## config.mk

```make
export PLATFORM = sky130hd
export DESIGN_NAME = cas_alu_top
export DESIGN_NICKNAME = d
export VERILOG_FILES = /design/src/cas_file_mem.v /design/src/cas_alu_top.v
export VERILOG_INCLUDE_DIRS = /design/src /design/src/common
export SDC_FILE = /design/constraint.sdc
export NUM_CORES = 2
export LEC_CHECK = 0
export BUFFER_PORTS_ARGS = -buffer_cell sky130_fd_sc_hd__buf_2
export CORE_AREA = 3 3 353 355
export CTS_CLUSTER_DIAMETER = 40
export DETAILED_ROUTE_END_ITERATION = 7
export DIE_AREA = 0 0 356 358
export PLACE_DENSITY = 0.57
export SKIP_CTS_REPAIR_TIMING = 1
export SLEW_MARGIN = 40
export SYNTH_ARGS = -nofsm -noshare
export SYNTH_HDL_FRONTEND = slang
export SYNTH_SLANG_ARGS = --single-unit
```

## constraint.sdc

```tcl
create_clock -name clk_sys_i -period 2.4 [get_ports clk_sys_i]
set_clock_uncertainty 0.1 [all_clocks]
set_input_delay 0 -clock clk_sys_i [delete_from_list [all_inputs] [get_ports clk_sys_i]]
set_output_delay 0 -clock clk_sys_i [all_outputs]
set_load 0.02 [all_outputs]
```

## src/common/cas_defs.vh

```
`ifndef CAS_DEFS_VH
`define CAS_DEFS_VH

// ============================================================
// register byte offsets
`define CAS_OFF_CTRL     8'h00
`define CAS_OFF_STATUS   8'h04
`define CAS_OFF_ACC      8'h08
`define CAS_OFF_FADDR    8'h0C
`define CAS_OFF_FDATA    8'h10
`define CAS_OFF_WDOG     8'h14
`define CAS_OFF_WAKE     8'h18

// ============================================================
// instruction word fields (CTRL register)
`define CAS_OP_MSB       3
`define CAS_OP_LSB       0
`define CAS_DEST_BIT     4
`define CAS_FA_MSB       14
`define CAS_FA_LSB       8
`define CAS_LIT_MSB      23
`define CAS_LIT_LSB      16

// ============================================================
// operation codes
`define CAS_OP_ROT_RIGHT 4'h0
`define CAS_OP_LIT_SUB   4'h1
`define CAS_OP_FILE_SUB  4'h2
`define CAS_OP_XOR_FILE  4'h3
`define CAS_OP_XOR_LIT   4'h4
`define CAS_OP_SWAP      4'h5
`define CAS_OP_SLEEP     4'h6

// ============================================================
// status register bit positions
`define CAS_ST_CARRY     0
`define CAS_ST_NIBBLE    1
`define CAS_ST_ZERO      2
`define CAS_ST_PWD_N     3
`define CAS_ST_EXP_N     4
`define CAS_ST_ASLEEP    5
`define CAS_ST_BUSY      6

// ============================================================
// watchdog readback fields
`define CAS_WD_CNT_LSB   0
`define CAS_WD_PRE_LSB   8

// ============================================================
// reset and clear values
`define CAS_RST_FLAG     1'h0
`define CAS_RST_FLAG_N   1'h1
`define CAS_RST_BYTE     8'h00
`define CAS_RST_WORD     32'h0000_0000
`define CAS_WDOG_CLEAR   8'h00

`endif

```

## src/cas_file_mem.v

```verilog
`timescale 1ns/1ps
// ============================================================
// file register storage, registered read
module cas_file_mem #(
	parameter AW = 7,
	parameter DW = 8
) (
	// clock
	input  wire          clk_sys_i,
	// write port
	input  wire          we_i,
	input  wire [AW-1:0] waddr_i,
	input  wire [DW-1:0] wdata_i,
	// read port
	input  wire [AW-1:0] raddr_i,
	output reg  [DW-1:0] rdata_o
);

	reg [DW-1:0] mem_r [0:(1<<AW)-1];

	// no reset on the array; contents are undefined until written
	always @(posedge clk_sys_i) begin
		if (we_i) begin
			mem_r[waddr_i] <= wdata_i;
		end
		rdata_o <= mem_r[raddr_i];
	end

endmodule

```

## src/cas_alu_top.v

```verilog
// Overview of operation
// RULE_01: sleep clears the watchdog counter and its prescaler to zero.
// RULE_02: sleep clears powerdown flag, sets expiry flag, leaves other flags.
// RULE_03: after sleep the core halts in low-power state until woken.
// RULE_04: rotate file right through carry; old bit 0 becomes carry.
// RULE_05: 7-bit file address; destination select 0 accumulator, 1 file.
// RULE_06: literal minus acc into acc; updates carry, nibble and zero flags.
// RULE_07: carry set when acc <= literal; nibble flag same on low nibbles.
// RULE_08: file minus acc to chosen destination; updates carry, nibble, zero.
// RULE_09: carry set when acc <= file; nibble flag same on low nibbles.
// RULE_10: acc xor file to selected destination; only zero flag changes.
// RULE_11: acc xor literal into accumulator; only zero flag changes.
// RULE_12: swap file nibbles to selected destination; no flags change.
// RULE_13: zero flag set exactly when the 8-bit result is zero.
// RULE_14: each operation completes write-back and flags in one cycle.
//
// Design decisions made here: the register addresses and the APB interface to the registers.
`timescale 1ns/1ps
`include "cas_defs.vh"

module cas_alu_top #(
	parameter ADDR_W = 8,
	parameter FA_W   = 7,
	parameter WDOG_W = 8,
	parameter PRE_W  = 8
) (
	// clock and reset
	input  wire              clk_sys_i,
	input  wire              rst_n_i,
	// apb slave
	input  wire              psel_i,
	input  wire              penable_i,
	input  wire              pwrite_i,
	input  wire [ADDR_W-1:0] paddr_i,
	input  wire [31:0]       pwdata_i,
	output reg  [31:0]       prdata_o,
	output reg               pready_o,
	output reg               pslverr_o,
	// core state
	output reg               sleep_o
);

	// ============================================================
	// reset synchroniser
	reg rst_meta_r;
	reg rst_sync_r;
	always @(posedge clk_sys_i or negedge rst_n_i) begin
		if (!rst_n_i) begin
			rst_meta_r <= 1'b0;
			rst_sync_r <= 1'b0;
		end else begin
			rst_meta_r <= 1'b1;
			rst_sync_r <= rst_meta_r;
		end
	end

	// ============================================================
	// sequencer states
	localparam [1:0] S_IDLE  = 2'h0;
	localparam [1:0] S_FETCH = 2'h1;
	localparam [1:0] S_EXEC  = 2'h2;
	reg [1:0]      state_r;
	reg            idle_d_r;
	reg [3:0]      ins_op_r;
	reg            ins_dest_r;
	reg [FA_W-1:0] ins_fa_r;
	reg [7:0]      ins_lit_r;
	// architectural state
	reg [7:0]        acc_r;
	reg [FA_W-1:0]   faddr_r;
	reg              carry_r;
	reg              nib_r;
	reg              zero_r;
	reg              pwd_n_r;
	reg              exp_n_r;
	reg [WDOG_W-1:0] wdog_cnt_r;
	reg [PRE_W-1:0]  wdog_pre_r;

	// ============================================================
	// apb decode
	wire       acc_phase = psel_i & penable_i;
	wire       done      = acc_phase & pready_o;
	wire       wr_done   = done & pwrite_i;
	wire       can_ans   = (state_r == S_IDLE) & idle_d_r;
	wire [3:0] wr_op     = pwdata_i[`CAS_OP_MSB:`CAS_OP_LSB];
	wire       op_known  = (wr_op <= `CAS_OP_SLEEP);
	wire       is_ctrl   = (paddr_i == `CAS_OFF_CTRL);
	// instructions are refused while asleep or when the code is unknown
	wire       ctrl_bad  = is_ctrl & pwrite_i & (sleep_o | ~op_known);
	wire       issue     = wr_done & is_ctrl & ~sleep_o & op_known;
	reg [31:0] rd_mux;
	reg        addr_err;
	wire [7:0] mem_rdata;

	always @* begin
		rd_mux   = `CAS_RST_WORD;
		addr_err = 1'b0;
		case (paddr_i)
		`CAS_OFF_CTRL, `CAS_OFF_WAKE: begin
			rd_mux = `CAS_RST_WORD;
		end
		`CAS_OFF_STATUS: begin
			rd_mux[`CAS_ST_CARRY]  = carry_r;
			rd_mux[`CAS_ST_NIBBLE] = nib_r;
			rd_mux[`CAS_ST_ZERO]   = zero_r;
			rd_mux[`CAS_ST_PWD_N]  = pwd_n_r;
			rd_mux[`CAS_ST_EXP_N]  = exp_n_r;
			rd_mux[`CAS_ST_ASLEEP] = sleep_o;
			rd_mux[`CAS_ST_BUSY]   = (state_r != S_IDLE);
		end
		`CAS_OFF_ACC: begin
			rd_mux[7:0] = acc_r;
		end
		`CAS_OFF_FADDR: begin
			rd_mux[FA_W-1:0] = faddr_r;
		end
		`CAS_OFF_FDATA: begin
			rd_mux[7:0] = mem_rdata;
		end
		`CAS_OFF_WDOG: begin
			rd_mux[`CAS_WD_CNT_LSB +: WDOG_W] = wdog_cnt_r;
			rd_mux[`CAS_WD_PRE_LSB +: PRE_W]  = wdog_pre_r;
		end
		default: begin
			addr_err = 1'b1;
		end
		endcase
	end

	// registered answer; one wait state at least, more while busy
	always @(posedge clk_sys_i or negedge rst_sync_r) begin
		if (!rst_sync_r) begin
			pready_o  <= 1'b0;
			pslverr_o <= 1'b0;
			prdata_o  <= `CAS_RST_WORD;
		end else if (acc_phase & ~pready_o & can_ans) begin
			pready_o  <= 1'b1;
			pslverr_o <= addr_err | ctrl_bad;
			prdata_o  <= pwrite_i ? `CAS_RST_WORD : rd_mux;
		end else begin
			pready_o  <= 1'b0;
			pslverr_o <= 1'b0;
		end
	end

	// ============================================================
	// datapath
	wire [7:0] fval = mem_rdata;
	wire [7:0] aval = ins_op_r == `CAS_OP_LIT_SUB ? ins_lit_r : fval;
	wire [8:0] diff = {1'b0, aval} - {1'b0, acc_r};
	reg [7:0] res;
	reg       c_nxt;
	reg       hc_nxt;
	reg       upd_c;
	reg       upd_hc;
	reg       upd_z;
	reg       to_file;
	reg       to_acc;
	always @* begin
		res     = `CAS_RST_BYTE;
		c_nxt   = carry_r;
		hc_nxt  = nib_r;
		upd_c   = 1'b0;
		upd_hc  = 1'b0;
		upd_z   = 1'b0;
		to_file = 1'b0;
		to_acc  = 1'b0;
		case (ins_op_r)
		`CAS_OP_ROT_RIGHT: begin
			res     = {carry_r, fval[7:1]}; // RULE_04
			c_nxt   = fval[0]; // RULE_04
			upd_c   = 1'b1;
			to_file = ins_dest_r; // RULE_05
			to_acc  = ~ins_dest_r;
		end
		`CAS_OP_LIT_SUB: begin
			res    = diff[7:0]; // RULE_06
			c_nxt  = ~diff[8]; // RULE_07
			hc_nxt = (acc_r[3:0] <= ins_lit_r[3:0]); // RULE_07
			upd_c  = 1'b1;
			upd_hc = 1'b1;
			upd_z  = 1'b1;
			to_acc = 1'b1; // RULE_06
		end
		`CAS_OP_FILE_SUB: begin
			res     = diff[7:0]; // RULE_08
			c_nxt   = ~diff[8]; // RULE_09
			hc_nxt  = (acc_r[3:0] <= fval[3:0]); // RULE_09
			upd_c   = 1'b1;
			upd_hc  = 1'b1;
			upd_z   = 1'b1;
			to_file = ins_dest_r; // RULE_08
			to_acc  = ~ins_dest_r;
		end
		`CAS_OP_XOR_FILE: begin
			res     = acc_r ^ fval; // RULE_10
			upd_z   = 1'b1;
			to_file = ins_dest_r; // RULE_10
			to_acc  = ~ins_dest_r;
		end
		`CAS_OP_XOR_LIT: begin
			res    = acc_r ^ ins_lit_r; // RULE_11
			upd_z  = 1'b1;
			to_acc = 1'b1; // RULE_11
		end
		`CAS_OP_SWAP: begin
			res     = {fval[3:0], fval[7:4]}; // RULE_12
			to_file = ins_dest_r; // RULE_12
			to_acc  = ~ins_dest_r;
		end
		default: begin
			res = `CAS_RST_BYTE;
		end
		endcase
	end
	wire exec    = (state_r == S_EXEC);
	wire ex_wr_f = exec & to_file;
	wire ex_slp  = exec & (ins_op_r == `CAS_OP_SLEEP);

	// ============================================================
	// sequencer: fetch operand, then execute in a single cycle
	always @(posedge clk_sys_i or negedge rst_sync_r) begin
		if (!rst_sync_r) begin
			state_r    <= S_IDLE;
			idle_d_r   <= 1'b0;
			ins_op_r   <= `CAS_OP_ROT_RIGHT;
			ins_dest_r <= 1'b0;
			ins_fa_r   <= {FA_W{1'b0}};
			ins_lit_r  <= `CAS_RST_BYTE;
		end else begin
			idle_d_r <= (state_r == S_IDLE);
			case (state_r)
			S_IDLE: begin
				if (issue) begin
					state_r    <= S_FETCH;
					ins_op_r   <= wr_op;
					ins_dest_r <= pwdata_i[`CAS_DEST_BIT]; // RULE_05
					ins_fa_r   <= pwdata_i[`CAS_FA_MSB:`CAS_FA_LSB];
					ins_lit_r  <= pwdata_i[`CAS_LIT_MSB:`CAS_LIT_LSB];
				end
			end
			S_FETCH: begin
				state_r <= S_EXEC;
			end
			S_EXEC: begin
				state_r <= S_IDLE; // RULE_14
			end
			default: begin
				state_r <= S_IDLE;
			end
			endcase
		end
	end

	// ============================================================
	// accumulator, flags, sleep
	wire st_wr = wr_done & (paddr_i == `CAS_OFF_STATUS);
	always @(posedge clk_sys_i or negedge rst_sync_r) begin
		if (!rst_sync_r) begin
			acc_r   <= `CAS_RST_BYTE;
			faddr_r <= {FA_W{1'b0}};
			carry_r <= `CAS_RST_FLAG;
			nib_r   <= `CAS_RST_FLAG;
			zero_r  <= `CAS_RST_FLAG;
			pwd_n_r <= `CAS_RST_FLAG_N;
			exp_n_r <= `CAS_RST_FLAG_N;
			sleep_o <= 1'b0;
		end else begin
			if (exec & to_acc) begin
				acc_r <= res; // RULE_05
			end else if (wr_done & (paddr_i == `CAS_OFF_ACC)) begin
				acc_r <= pwdata_i[7:0];
			end
			if (wr_done & (paddr_i == `CAS_OFF_FADDR)) begin
				faddr_r <= pwdata_i[FA_W-1:0];
			end
			if (exec & upd_c) begin
				carry_r <= c_nxt;
			end else if (st_wr) begin
				carry_r <= pwdata_i[`CAS_ST_CARRY];
			end
			if (exec & upd_hc) begin
				nib_r <= hc_nxt;
			end else if (st_wr) begin
				nib_r <= pwdata_i[`CAS_ST_NIBBLE];
			end
			if (exec & upd_z) begin
				zero_r <= (res == `CAS_RST_BYTE); // RULE_13
			end else if (st_wr) begin
				zero_r <= pwdata_i[`CAS_ST_ZERO];
			end
			if (ex_slp) begin
				pwd_n_r <= 1'b0; // RULE_02
				exp_n_r <= 1'b1; // RULE_02
				sleep_o <= 1'b1; // RULE_03
			end else if (wr_done & (paddr_i == `CAS_OFF_WAKE)) begin
				sleep_o <= 1'b0;
			end
		end
	end

	// ============================================================
	// watchdog: free running, cleared by sleep
	always @(posedge clk_sys_i or negedge rst_sync_r) begin
		if (!rst_sync_r) begin
			wdog_cnt_r <= {WDOG_W{1'b0}};
			wdog_pre_r <= {PRE_W{1'b0}};
		end else if (ex_slp) begin
			wdog_cnt_r <= `CAS_WDOG_CLEAR; // RULE_01
			wdog_pre_r <= {PRE_W{1'b0}}; // RULE_01
		end else begin
			wdog_pre_r <= wdog_pre_r + {{(PRE_W-1){1'b0}}, 1'b1};
			if (&wdog_pre_r) begin
				wdog_cnt_r <= wdog_cnt_r + {{(WDOG_W-1){1'b0}}, 1'b1};
			end
		end
	end

	// ============================================================
	// file register storage
	wire            fd_wr  = wr_done & (paddr_i == `CAS_OFF_FDATA);
	wire [FA_W-1:0] m_rad  = (state_r == S_IDLE) ? faddr_r : ins_fa_r;
	wire [FA_W-1:0] m_wad  = ex_wr_f ? ins_fa_r : faddr_r;
	wire [7:0]      m_wdat = ex_wr_f ? res : pwdata_i[7:0];
	cas_file_mem #(
		.AW (FA_W),
		.DW (8)
	) u_mem (
		.clk_sys_i (clk_sys_i),
		.we_i      (ex_wr_f | fd_wr),
		.waddr_i   (m_wad),
		.wdata_i   (m_wdat),
		.raddr_i   (m_rad),
		.rdata_o   (mem_rdata)
	);

endmodule

```

==> results_tabular.tex <==
\begin{tabular}{lr}
\hline
Metric & Value \\
\hline
\multicolumn{2}{l}{\textbf{Logic synthesis}} \\
\quad Share of the yosys chip area belonging to registers & 0.7141 \\
\quad Multiplexer area fraction after synthesis & 0.1029 \\
\quad EDFF count, synth & 1024 \\
\quad Xor and xnor fraction of the mapped netlist area & 0.004944 \\
\quad Synth Area in Simple Gates & 0.06593 \\
\quad Distinct cells, synth & 82 \\
\quad Post-synthesis instance total & 2986 \\
\quad Combined area of all synthesized cells & 0.04606 sq mm \\
\quad Post-synthesis adder-cell area fraction & 0.005596 \\
\quad Dominant register cell in the synthesized netlist & edfxtp\_1 \\
\quad Combinational family with the most area after synthesis & multiplexers \\
\quad Post-synthesis compound-gate area fraction & 0.07976 \\
\quad Post-Syn Area per Cell & 15.42 sq um \\
\quad Number of register bits inferred by synthesis & 1111 \\
\quad Synthesis Warnings & 0 \\
\quad Share of synthesized registers carrying an async set or reset & 0.07111 \\
\multicolumn{2}{l}{\textbf{Routing}} \\
\quad Via Count & 28339 \\
\quad Count of routing violations after the opening detailed-route iteration & 2715 \\
\quad Wirelength, routed & 129100 microns \\
\quad DRC viols & 0 \\
\quad Routed Antenna Nets & 0 \\
\quad WL/cell & 24.38 microns \\
\quad Number of detailed-route iterations in the first pass & 6 \\
\quad Ratio of routed vias to standard cells & 5.351 \\
\multicolumn{2}{l}{\textbf{STA}} \\
\quad Final critical delay including setup and external delays & 3.366 ns \\
\quad Worst max-slew margin expressed relative to the limit & 0.4428 \\
\quad Number of hold-slack violations in the final timing report & 0 \\
\quad Setup slack of the critical path after layout & -0.9660 ns \\
\quad Worst Hold Slack & 0.03308 ns \\
\quad Worst Tran Pin Value & 0.8327 ns \\
\quad Endpoints failing setup & 2065 \\
\quad Period Utilization, post-route & 1.403 \\
\quad Setup total negative slack & -1445.30 ns \\
\quad Final-report max-slew violation count & 0 \\
\quad RSZ-0062 raised after global routing & true \\
\quad Max Fclk & 0.2971 GHz \\
\multicolumn{2}{l}{\textbf{Outcome}} \\
\quad Status & complete, but fails checks \\
\quad Violations in the final reports & negative setup slack \\
\multicolumn{2}{l}{\textbf{Die}} \\
\quad Die Y & 358 microns \\
\quad Starting Density & 0.3784 \\
\quad Number of primary I/O pins & 80 \\
\quad Floorplan core area & 0.1217 sq mm \\
\quad Width of the die & 356 microns \\
\quad Die ar. & 0.1274 sq mm \\
\quad Number of placement rows & 128 \\
\multicolumn{2}{l}{\textbf{Clocking}} \\
\quad Worst-skew pair later-pin latency & 0.74 ns \\
\quad Clock transition at the registers of the reported paths & 0.05 ns \\
\quad Total clock buffers created by CTS & 147 \\
\quad CTS tree & yes \\
\quad CTS sink cnt & 1111 \\
\quad Root buf cell & clkbuf\_16 \\
\quad H-tree level count & 4 \\
\quad Clock Path Buffers & 3 \\
\multicolumn{2}{l}{\textbf{Worst setup path}} \\
\quad Slowest cell on the critical path & mux2\_4 \\
\quad Cell repeated most along the worst path & mux2\_4 \\
\quad Worst endpoint required time & 2.76 ns \\
\quad Delay contributed by the slowest stage of the critical path & 0.40 ns \\
\quad Sequence of cells on the critical path & nand2b\_4, nor3\_4, buf\_4, mux2\_4, ha\_4, o21a\_1, o31ai\_4, a21oi\_2, xnor2\_1, o221ai\_1, mux2\_4, buf\_12 \\
\quad Max FO, Critical Path & 38 \\
\quad Type of element launching the critical path & flip-flop \\
\quad Critical Setup Path Class & flip-flop to flip-flop \\
\quad Worst Setup End Kind & flip-flop \\
\quad Arrival time of the worst setup path & 3.72 ns \\
\multicolumn{2}{l}{\textbf{Job}} \\
\quad Max-Cap Viols & 0 \\
\multicolumn{2}{l}{\textbf{Final layout}} \\
\quad Area added between synthesis and finish & 26.83\% \\
\quad Number of antenna cells inserted & 0 \\
\quad Register area & 0.03289 sq mm \\
\quad FILL cells & 10300 \\
\quad Commonest cells after routing, fill and taps aside & 1024 x edfxtp\_1, 386 x buf\_4, 315 x nand2\_1, 260 x mux2\_2, 155 x clkbuf\_16 \\
\quad Net count, final & 3614 \\
\quad Most frequent standard cell in the layout excluding fill and tap cells & edfxtp\_1 \\
\quad Layout cells sized above 1 & 0.3359 \\
\quad Multi-input combinational cell area & 0.01263 sq mm \\
\quad Final std cell area, no fill & 0.05841 sq mm \\
\multicolumn{2}{l}{\textbf{Power and ir drop}} \\
\quad Worst ir drop on vdd & 0.5276 mV \\
\quad Gate power share & 0.020 \\
\quad Sw frac & 0.2096 \\
\quad Power share of the clock group & 0.504 \\
\quad Net switching power & 9.323 mW \\
\quad Internal Dissipation & 35.16 mW \\
\quad Leak & 21.10 nW \\
\quad Pwr/cell area & 761.5 mW/mm\^{}2 \\
\quad Part of the power in registers & 0.476 \\
\multicolumn{2}{l}{\textbf{Place}} \\
\quad Final Wtd Congestion & 0.9284 \\
\quad Post-place setup slack & -1.027 ns \\
\quad Count of port buffers added during placement & 54 \\
\quad HPWL after DPL & 85180 microns \\
\quad Area post-placement & 0.05210 sq mm \\
\multicolumn{2}{l}{\textbf{Global route}} \\
\quad First-pass GRT wire length & 184700 microns \\
\quad Remaining global-route overflow & 0 \\
\quad Pin count of the biggest net entering global routing & 73 \\
\quad Total global routing track utilization & 0.1953 \\
\quad Antenna violations before repair & 0 \\
\quad Vias in the first global route & 27687 \\
\multicolumn{2}{l}{\textbf{Hold path}} \\
\quad Worst hold path type & input port to flip-flop \\
\hline
\end{tabular}
[routing by layer]
metal | global-route usage | up-vias | wire length (microns)
met1 | 0.2767 | 14392 | 57430
met4 | 0.06719 | 0 | 3586
met2 | 0.3042 | 1032 | 59730
li1 | - | 12722 | -
met5 | 0 | - | 0
met3 | 0.03448 | 193 | 8349
[state kept, by name, indices dropped and copies added, names as in the netlist, 2 cells and up]
signal,count
faddr_r,7
u_mem.rdata_o,8
u_mem.mem_r,1024
wdog_cnt_r,8
wdog_pre_r,8
ins_op_r,4
ins_lit_r,8
acc_r,8
state_r,2
ins_fa_r,7
prdata_o,16
[cells in the mapped netlist (7+ instances only)]
| cell type | n | share of area |
|---|---|---|
| a21bo_2 | 16 | 0.0035 |
| a21boi_0 | 23 | 0.0037 |
| a21o_1 | 13 | 0.0021 |
| a21oi_1 | 29 | 0.0032 |
| a22o_1 | 23 | 0.0044 |
| a22oi_1 | 9 | 0.0015 |
| a31oi_1 | 9 | 0.0012 |
| a32oi_1 | 128 | 0.024 |
| and3_1 | 7 | 0.00095 |
| buf_1 | 9 | 0.00073 |
| buf_2 | 63 | 0.0068 |
| buf_4 | 40 | 0.0065 |
| buf_6 | 26 | 0.0064 |
| clkbuf_1 | 54 | 0.0044 |
| dfrtp_1 | 78 | 0.042 |
| dfxtp_1 | 8 | 0.0035 |
| edfxtp_1 | 1024 | 0.67 |
| ha_1 | 19 | 0.0052 |
| inv_1 | 21 | 0.0017 |
| mux2_1 | 27 | 0.0066 |
| mux2_2 | 263 | 0.064 |
| mux2i_1 | 147 | 0.032 |
| nand2_1 | 318 | 0.026 |
| nand2b_1 | 10 | 0.0014 |
| nand3_1 | 12 | 0.0013 |
| nand4_1 | 18 | 0.0024 |
| nor2_1 | 180 | 0.015 |
| nor2b_1 | 11 | 0.0015 |
| nor3_1 | 19 | 0.0021 |
| o21a_1 | 11 | 0.0018 |
| o21ai_0 | 84 | 0.0091 |
| o22ai_1 | 133 | 0.018 |
| or2_2 | 20 | 0.0027 |
| or3_1 | 11 | 0.0015 |
| xnor2_1 | 18 | 0.0034 |
| xor2_1 | 8 | 0.0015 |
[per-stage QoR]
step | cells | utilization | total power [mW]
after global routing | 5296 | 0.4799 | 45.71
after CTS | 5227 | 0.4700 | 44.76
after global placement | 4955 | 0.4274 | 22.38
final | 5296 | 0.4799 | 44.48
after detailed placement | 4956 | 0.4281 | 22.39
after floorplan | 3001 | - | 21.92
[final timing paths]
| check | startpoint | end | slack (ns) | cells after the start |
|---|---|---|---|---|
| max in group asynchronous | rst_sync_r$_DFF_PN0_ | wdog_pre_r[5]$_DFF_PN0_ | 1.25 | 1 |
| setup / recovery | ins_op_r[1]$_DFFE_PN0P_ | u_mem.mem_r[17][6]$_DFFE_PP_ | -0.97 | 12 |
| setup reg to reg | ins_op_r[1]$_DFFE_PN0P_ | u_mem.mem_r[17][6]$_DFFE_PP_ | -0.97 | 12 |
| hold reg to reg | rst_sync_r$_DFF_PN0_ | ins_lit_r[3]$_DFFE_PN0P_ | 0.21 | 0 |
| min in group asynchronous | rst_n_i | rst_sync_r$_DFF_PN0_ | 0.04 | 3 |
| hold / removal | pwdata_i[11] | ins_fa_r[3]$_DFFE_PN0P_ | 0.03 | 3 |
[cell families after synthesis]
logic type | after synthesis
xor+xnor | 26
compound gates | 514
simple gates | 662
buf+inv | 214
mux | 437
fa+ha+maj | 20
flops | 1111
other cells | 2
[power by group through the flow]
| stage | registers [mW] | clock network [mW] | logic (mW) |
|---|---|---|---|
| global placement | 21.6 | 0 | 0.804 |
| CTS | 21.2 | 22.8 | 0.817 |
| global route | 21.2 | 23.6 | 0.963 |
| finish | 21.2 | 22.4 | 0.904 |
| floorplan | 21.6 | 0 | 0.332 |
| detailed placement | 21.6 | 0 | 0.816 |
[worst max-delay path: cells and delay by family (launching register included)]
kind / cells / cell delay, ns
AO/OA/AOI/OAI: 4 / 0.59
AND/OR/NAND/NOR: 2 / 0.39
buffers and inverters: 2 / 0.41
adder cells (fa/ha/maj): 1 / 0.30
XOR/XNOR: 1 / 0.14
multiplexers: 2 / 0.71
flip-flops: 1 / 0.38
[cell type report]
type                            count  share of cell area
Clock buffer                      170             0.06518
Clock inverter                    101             0.02215
Inverter                           22            0.001414
Multi-Input combinational cell   1677              0.2162
Sequential cell                  1111              0.5631
Tap cell                         1625             0.03481
Timing Repair Buffer              590             0.09719
Note: power is estimated with default switching activity, not from simulation.
